### src/sbrg_pkg.sv
// Purpose: constants for the serial baud rate generator
// Assumes: 8-bit registers, one word per register on the bus
// Notes:   offsets are register indices; byte address is four times the index
package sbrg_pkg;
    // ----------------------------------------------------------------
    // register map
    // ----------------------------------------------------------------
    localparam logic [7:0] RX_CTRL_IDX  = 8'h13;
    localparam logic [7:0] TX_CTRL_IDX  = 8'h15;
    localparam logic [7:0] DIVISOR_IDX  = 8'h17;
    localparam logic [7:0] RX_CTRL_MASK = 8'hf7;
    localparam logic [7:0] TX_CTRL_MASK = 8'hf3;
    localparam logic [7:0] RX_WR_MASK   = 8'hf1;
    localparam logic [7:0] TX_WR_MASK   = 8'hf1;
    // ----------------------------------------------------------------
    // field positions
    // ----------------------------------------------------------------
    localparam int MASTER_BIT  = 7;
    localparam int SYNC_BIT    = 4;
    localparam int TX_IDLE_BIT = 1;
    localparam int NINTH_BIT   = 0;
    // ----------------------------------------------------------------
    // reset values and post-divider top counts
    // ----------------------------------------------------------------
    localparam logic [7:0] RX_CTRL_RST = 8'h00;
    localparam logic [7:0] TX_CTRL_RST = 8'h02;
    localparam logic [7:0] DIVISOR_RST = 8'h00;
    localparam logic [5:0] ASYNC_POST  = 6'h3f;
    localparam logic [5:0] SYNC_POST   = 6'h03;
    typedef enum logic [1:0] {SBRG_IDLE = 2'b00, SBRG_ACK = 2'b01} sbrg_bus_e;
endpackage

### src/sbrg_tick_if.sv
// Purpose: carries divisor and control between register file and timer
// Assumes: single clock
// Notes:   none
`timescale 1ns/1ps
`default_nettype none
interface sbrg_tick_if;
    logic [7:0] divisor;
    logic       reload;
    logic       sync_mode;
    logic       run;
    logic       tick;
    logic       rate;
    modport ctrl (output divisor, output reload, output sync_mode, output run,
                  input tick, input rate);
    modport gen  (input divisor, input reload, input sync_mode, input run,
                  output tick, output rate);
endinterface
`default_nettype wire

### src/sbrg_timer.sv
// Purpose: 8-bit reload timer and rate post-divider
// Assumes: run low holds the counter at the divisor and the post-divider cleared
// Notes:   tick is the raw timer expiry, rate the bit-clock enable
`timescale 1ns/1ps
`default_nettype none
module sbrg_timer
(
    input  wire logic core_clk,
    input  wire logic arst_n,
    sbrg_tick_if.gen  tif
);
    logic [7:0] cnt_r;
    logic [7:0] cnt_nxt;
    logic [5:0] post_r;
    logic [5:0] post_nxt;
    logic       expire;
    logic [5:0] post_top;

    // ----------------------------------------------------------------
    // timer and post-divider
    // ----------------------------------------------------------------
    always_comb
    begin
        expire   = tif.run && (cnt_r == 8'h00);
        post_top = tif.sync_mode ? sbrg_pkg::SYNC_POST : sbrg_pkg::ASYNC_POST;
        cnt_nxt  = cnt_r;
        post_nxt = post_r;
        if (tif.reload || !tif.run)
        begin
            cnt_nxt  = tif.divisor;
            post_nxt = 6'h00;
        end
        else if (expire)
        begin
            cnt_nxt  = tif.divisor;
            post_nxt = (post_r == post_top) ? 6'h00 : post_r + 6'h01;
        end
        else
        begin
            cnt_nxt = cnt_r - 8'h01;
        end
    end

    always_ff @(posedge core_clk or negedge arst_n)
    begin
        if (!arst_n)
        begin
            cnt_r  <= 8'h00;
            post_r <= 6'h00;
        end
        else
        begin
            cnt_r  <= cnt_nxt;
            post_r <= post_nxt;
        end
    end

    assign tif.tick = expire && !tif.reload;
    assign tif.rate = tif.tick && (post_r == post_top);
endmodule
`default_nettype wire

### src/sbrg_top.sv
// Purpose: baud rate generator with its serial control registers
// Assumes: Avalon-MM slave, word per register, one wait cycle per access
// Notes:   por_n clears the register file; arst_n is the pin or watchdog reset
//
// The Avalon-MM interface to the registers was decided locally.
`timescale 1ns/1ps
`default_nettype none
module sbrg_top
(
    input  wire logic        core_clk,
    input  wire logic        arst_n,
    input  wire logic        por_n,
    input  wire logic [9:0]  avs_address,
    input  wire logic        avs_read,
    input  wire logic        avs_write,
    input  wire logic [31:0] avs_writedata,
    input  wire logic [3:0]  avs_byteenable,
    output logic [31:0]      avs_readdata,
    output logic             avs_waitrequest,
    output logic [1:0]       avs_response,
    input  wire logic        tx_idle,
    input  wire logic        rx_ninth_bit_in,
    input  wire logic        rx_ninth_bit_load,
    output logic             rate_tick,
    output logic             bit_rate_en,
    output logic [7:0]       serial_rx_ctrl_status,
    output logic [7:0]       serial_tx_ctrl_status
);
    sbrg_tick_if tif();

    // register storage and next values
    logic [7:0]  rx_r;
    logic [7:0]  rx_nxt;
    logic [7:0]  tx_r;
    logic [7:0]  tx_nxt;
    logic [7:0]  div_r;
    logic [7:0]  div_nxt;
    logic        tx9_r;
    logic        tx9_nxt;
    logic        rx9_r;
    logic        rx9_nxt;

    // bus answer
    logic        ack_r;
    logic        ack_nxt;
    logic [31:0] rd_r;
    logic [31:0] rd_nxt;
    logic [1:0]  resp_r;
    logic [1:0]  resp_nxt;

    // decode and views
    logic        hit_any;
    logic        wr_commit;
    logic        wr_lane;
    logic        div_hit;
    logic [7:0]  rx_view;
    logic [7:0]  tx_view;

    function automatic logic is_reg(input logic [9:0] a, input logic [7:0] i);
        is_reg = (a[1:0] == 2'b00) && (a[9:2] == i);
    endfunction

    // ----------------------------------------------------------------
    // read views
    // ----------------------------------------------------------------
    always_comb
    begin
        rx_view = (rx_r & sbrg_pkg::RX_CTRL_MASK & ~8'h01) | {7'h00, rx9_r};
        tx_view = (tx_r & sbrg_pkg::TX_CTRL_MASK & 8'hfc) | {6'h00, tx_idle, tx9_r};
        hit_any = is_reg(avs_address, sbrg_pkg::RX_CTRL_IDX)
                || is_reg(avs_address, sbrg_pkg::TX_CTRL_IDX)
                || is_reg(avs_address, sbrg_pkg::DIVISOR_IDX);
    end

    // ----------------------------------------------------------------
    // bus slave: one wait cycle, then acknowledge
    // ----------------------------------------------------------------
    // read data is caught at the first edge so that it stands while
    // waitrequest is low; the answer never depends on the wait state
    always_comb
    begin
        ack_nxt  = (avs_read || avs_write) && !ack_r;
        rd_nxt   = rd_r;
        resp_nxt = resp_r;
        if (ack_nxt)
        begin
            resp_nxt = hit_any ? 2'b00 : 2'b10;
            rd_nxt   = 32'h0000_0000;
            if (avs_read)
            begin
                if (is_reg(avs_address, sbrg_pkg::RX_CTRL_IDX))
                    rd_nxt = {24'h000000, rx_view};
                else if (is_reg(avs_address, sbrg_pkg::TX_CTRL_IDX))
                    rd_nxt = {24'h000000, tx_view};
                else if (is_reg(avs_address, sbrg_pkg::DIVISOR_IDX))
                    rd_nxt = {24'h000000, div_r};
            end
        end
    end

    // ----------------------------------------------------------------
    // register writes
    // ----------------------------------------------------------------
    // a write lands only at the edge where waitrequest is seen low, so a
    // master that drops its request early leaves the registers alone
    always_comb
    begin
        wr_commit = ack_r && avs_write;
        wr_lane   = wr_commit && avs_byteenable[0];
        div_hit   = wr_lane && is_reg(avs_address, sbrg_pkg::DIVISOR_IDX);
        rx_nxt    = rx_r;
        tx_nxt    = tx_r;
        div_nxt   = div_r;
        tx9_nxt   = tx9_r;
        rx9_nxt   = rx_ninth_bit_load ? rx_ninth_bit_in : rx9_r;
        if (wr_lane)
        begin
            if (is_reg(avs_address, sbrg_pkg::RX_CTRL_IDX))
                rx_nxt = avs_writedata[7:0] & sbrg_pkg::RX_WR_MASK;
            else if (is_reg(avs_address, sbrg_pkg::TX_CTRL_IDX))
            begin
                tx_nxt  = avs_writedata[7:0] & sbrg_pkg::TX_WR_MASK;
                tx9_nxt = avs_writedata[sbrg_pkg::NINTH_BIT];
            end
            else if (div_hit)
                div_nxt = avs_writedata[7:0];
        end
    end

    // ----------------------------------------------------------------
    // register storage
    // ----------------------------------------------------------------
    // either reset clears control and error bits; pin reset leaves the ninth bits as they are
    always_ff @(posedge core_clk or negedge por_n)
    begin
        if (!por_n)
        begin
            rx_r <= sbrg_pkg::RX_CTRL_RST;
            tx_r <= sbrg_pkg::TX_CTRL_RST;
        end
        else if (!arst_n)
        begin
            rx_r <= sbrg_pkg::RX_CTRL_RST;
            tx_r <= sbrg_pkg::TX_CTRL_RST;
        end
        else
        begin
            rx_r <= rx_nxt;
            tx_r <= tx_nxt;
        end
    end

    // divisor and ninth bits survive pin or watchdog reset
    always_ff @(posedge core_clk or negedge por_n)
    begin
        if (!por_n)
        begin
            div_r <= sbrg_pkg::DIVISOR_RST;
            tx9_r <= 1'b0;
            rx9_r <= 1'b0;
        end
        else if (arst_n)
        begin
            div_r <= div_nxt;
            tx9_r <= tx9_nxt;
            rx9_r <= rx9_nxt;
        end
    end

    // bus answer registers, cleared by arst_n only
    always_ff @(posedge core_clk or negedge arst_n)
    begin
        if (!arst_n)
        begin
            ack_r  <= 1'b0;
            rd_r   <= 32'h0000_0000;
            resp_r <= 2'b00;
        end
        else
        begin
            ack_r  <= ack_nxt;
            rd_r   <= rd_nxt;
            resp_r <= resp_nxt;
        end
    end

    // ----------------------------------------------------------------
    // generator hookup
    // ----------------------------------------------------------------
    // next divisor, so a reload at the write edge takes the value just written
    assign tif.divisor   = div_nxt;
    assign tif.reload    = div_hit;
    assign tif.sync_mode = tx_r[sbrg_pkg::SYNC_BIT];
    // a synchronous slave is clocked from outside, so the timer sleeps
    assign tif.run       = !tx_r[sbrg_pkg::SYNC_BIT] || tx_r[sbrg_pkg::MASTER_BIT];

    // ----------------------------------------------------------------
    // rate timer
    // ----------------------------------------------------------------
    sbrg_timer u_timer
    (
        .core_clk (core_clk),
        .arst_n   (arst_n),
        .tif      (tif)
    );

    // ----------------------------------------------------------------
    // outputs
    // ----------------------------------------------------------------
    // status views are live, so a transmitter change shows at once
    assign rate_tick             = tif.tick;
    assign bit_rate_en           = tif.rate;
    assign avs_readdata          = rd_r;
    assign avs_response          = resp_r;
    assign avs_waitrequest       = (avs_read || avs_write) && !ack_r;
    assign serial_rx_ctrl_status = rx_view;
    assign serial_tx_ctrl_status = tx_view;
endmodule
`default_nettype wire

### config.mk
export PLATFORM = sky130hd
export DESIGN_NAME = sbrg_top
export DESIGN_NICKNAME = d
export VERILOG_FILES = /design/src/sbrg_pkg.sv /design/src/sbrg_tick_if.sv /design/src/sbrg_timer.sv /design/src/sbrg_top.sv
export SDC_FILE = /design/constraint.sdc
export NUM_CORES = 1
export LEC_CHECK = 0
export BUFFER_PORTS_ARGS = -buffer_cell sky130_fd_sc_hd__buf_2
export CAP_MARGIN = 20
export CORE_UTILIZATION = 36
export CTS_BUF_LIST = sky130_fd_sc_hd__clkbuf_8
export CTS_CLUSTER_DIAMETER = 50
export DETAILED_ROUTE_END_ITERATION = 10
export GPL_ROUTABILITY_DRIVEN = 0
export GPL_TIMING_DRIVEN = 1
export PLACE_DENSITY = 0.68
export RECOVER_POWER = 25
export SLEW_MARGIN = 20
export SYNTH_ARGS = -nofsm -noshare
export SYNTH_HDL_FRONTEND = slang
export SYNTH_SLANG_ARGS = --single-unit
### constraint.sdc
create_clock -name core_clk -period 5.1 [get_ports core_clk]
set_input_delay 1.53 -clock core_clk [delete_from_list [all_inputs] [get_ports core_clk]]
set_output_delay 1.53 -clock core_clk [all_outputs]
set_load 0.005 [all_outputs]
==> impl_metrics.yaml <==
outcome:
  outcome: "finished with violations"
  violations: "capacitance limit, slew limit"
power:
  power_report.internal_total_mw: 0.5701
  total_power_mw: 0.8089
  power_share_of_the_combinational_group: 0.167
  total_leakage_power_nw: 1.476
  power.switching_fraction: 0.2952
  p_per_area_nw_per_um2: 290.6
  pwr-share-clk: 0.340
  vdd.ir_drop.worst_uv: 159.1
  share_seq_of_total_power: 0.493
  switching_power_mw: 0.2388
finish:
  layoutNonFillerInstCount: 382
  nNetsFinal: 361
  areaGrowthSynthToFinish_pct: 11.58
  drive_gt1_frac: 0.2492
  insertedDiodeCount: 0
  num-fill-cells: 654
global_route:
  antenna_violations_before_repair: 0
  first_global_vias: 1757
  grt_start_max_net_pins: 28
  gr-total-overflow: 0
  grt_first_pass_wirelength_um: 8756
  groute.usage.overall: 0.1529
timing:
  post-route-worst-setup-slack_ns: 0.6436
  total_of_endpoints_with_negative_setup_slack_in_the_final_report: 0
  layout_worst_path_cycle_share: 0.8738
  setup-tns-final_ns: 0
  timing.final.hold_violations: 0
  timing.clock.skew_ns: 0.009295
  timing_worst_slew_pin_value_ns: 1.703
  finalMaxSlewViolations: 28
  max_freq_mhz: 224.4
  timing.final.crit_period_ns: 4.456
  rsz0062_at_grt: "no"
  worst_slew_margin_relative_to_its_limit: -0.1353
clock_tree:
  cts_htree_levels: 2
  cts_repair_resize_count: 0
  clock_tree.root_cell: "clkbuf_8"
  cts_tree: "done"
  postCtsHoldBufs: 0
  clk_latency_ns: 0.30
  cts.clk_slew.worst_paths_ns: 0.09
  numCtsBuffers: 5
  cts.path.max_buffers: 2
  post-cts-setup-buffer-count: 0
  numClockSinks: 42
route:
  met3_wirelength_um: 320
  drt_wl_total_um: 5318
  detailroute.via_count: 1918
  dr.pass1.iters: 4
  post_drt_wl_per_cell_um: 13.92
  drt_drc_violations_left: 0
  via_per_inst: 5.021
  drt_iter0_drc: 88
  wl_met1_um: 2441
  dr.max_layer_used: "met4"
  dr_wl_met2_um: 2503
  drtAntennaViolNets: 0
yosys:
  syn_area_um2: 2495
  synth_cell_types: 47
  synth_async_sr_flop_share: 1.000
  post_synth_inst_count: 257
  synth.avg_cell_area_um2: 9.708
  seq_area_frac_synth: 0.4213
  netlist_top_cells_area: "dfrtp_1, buf_4, mux2i_1"
  synth-seq-cells: 42
  synth_top_area_frac: 0.4213
  ys_dominant_reg_cell: "dfrtp_1"
  synth_most_common_cell: "dfrtp_1"
  synth_enable_flop_cells: 0
  synthTopCellsByCount: "dfrtp_1, buf_4, nand2_1, nor2_1"
  yosys_warnings: 0
  post-synth-top-area-cell: "dfrtp_1"
critical_path:
  cp_data_required_time_ns: 3.57
  critPathArrivalTime_ns: 2.93
  worst-setup-path-type: "input pin to output pin"
  crit_fanout: 6
  critical_path.startpoint_type: "input pin"
  crit_path_end_kind: "output pin"
place:
  dp.final_hpwl_um: 3982
  io_buffer_count: 49
  place_inst: 374
  placement.setup.worst_slack_ns: 0.6498
floorplan:
  io_pins: 107
  core_um2: 6531
  die_width_um: 85.25
  fp-row-count: 29
  die_footprint_um2: 7268
  die_h_um: 85.25
  initial_core_util: 0.3820
job:
  max-cap-violations: 1
hold_path:
  timing.hold.worst.class: "flop to flop"
stage by stage:
step,hold WS (ns),utilization,cell area (µm²)
2_1_floorplan,0.4628,-,2604
3_3_place_gp,0.4512,0.4094,2674
3_5_place_dp,0.4506,0.4094,2674
4_1_cts,0.4712,0.4266,2786
5_1_grt,0.4981,0.4262,2784
6_report,0.4665,0.4262,2784
layout make-up:
class | count | area (µm²) | share of cell area
clock buffers | 5 | 68.82 | 0.02472
inverters | 7 | 26.28 | 0.009438
well taps | 77 | 96.34 | 0.03461
clock inverters | 3 | 43.79 | 0.01573
flip-flops and latches | 42 | 1051 | 0.3775
repair buffers | 51 | 257.7 | 0.09258
multi-input cells | 197 | 1240 | 0.4454
routing by layer:
| metal | track usage | up-vias |
|---|---|---|
| met5 | 0 | - |
| met4 | 0.03636 | 0 |
| met3 | 0.03113 | 5 |
| met2 | 0.2566 | 73 |
| met1 | 0.2038 | 920 |
| li1 | - | 920 |
critical path: stages:
cell	delay, ns
buf_2	0.11
or4b_4	0.55
nor2_2	0.17
and3_1	0.19
or2_2	0.19
nor3_1	0.06
buf_2	0.13
cells by family (layout without fill, tap and decap cells):
| family | count (synthesis) | in the layout | share of synthesized area |
|---|---|---|---|
| muxes | 23 | 23 | 0.1093 |
| other | 1 | 30 | 0.001503 |
| DFF | 42 | 42 | 0.4213 |
| AOI/OAI and AO/OA | 39 | 39 | 0.09980 |
| buffers and inverters | 47 | 66 | 0.1254 |
| adders and majority gates | 3 | 3 | 0.01505 |
| and+or+nand+nor | 95 | 95 | 0.2031 |
| xor gates and xnor gates | 7 | 7 | 0.02457 |
power groups by stage:
stage                     combinational, mW  clock, mW  sequential (mW)
after detailed placement              0.135          0            0.405
after floorplan                       0.114          0            0.399
after global placement                0.132          0            0.404
final                                 0.135      0.275            0.399
after global routing                  0.155      0.292            0.403
after CTS                             0.135      0.279            0.399
state kept, by name, summed over array words and instances (netlist names):
register	flops
avs_readdata	8
div_r	8
u_timer.cnt_r	8
u_timer.post_r	6
rx_r	4
tx_r	4
ack_r	1
avs_response	1
rx9_r	1
tx9_r	1
cells in the final DEF (no fill, tap or decap), drive strengths merged, types with 2 or more instances in the layout:
master,synthesis,layout
nor3b,3,3
mux2,10,10
xnor2,6,6
ha,3,3
nor2,30,30
inv,6,7
mux2i,13,13
o21ai,13,13
nand4b,3,3
nor4b,3,3
clkbuf,4,7
nor4,2,2
buf,36,49
nand2,32,32
and2,2,2
o211ai,6,6
dfrtp,42,42
nor3,6,6
and3,2,2
clkinv,1,2
conb,1,30
a31oi,2,2
a32o,3,3
a21oi,9,9
nand3,5,5
nand4,2,2
final timing paths:
kind / slack, ns / cells after the start / endpoint / from
max: 0.64 / 7 / bit_rate_en / avs_address[7]
min: 0.47 / 2 / avs_readdata[4] / avs_readdata[4]
max reg2reg: 3.06 / 5 / u_timer.post_r[5] / tx_r[4]
min reg2reg: 0.47 / 2 / avs_readdata[4] / avs_readdata[4]
max in group asynchronous: 2.46 / 1 / u_timer.cnt_r[2] / arst_n
min in group asynchronous: 1.37 / 1 / tx_r[6] / por_n
No activity file was read; power rests on OpenSTA's default activity.
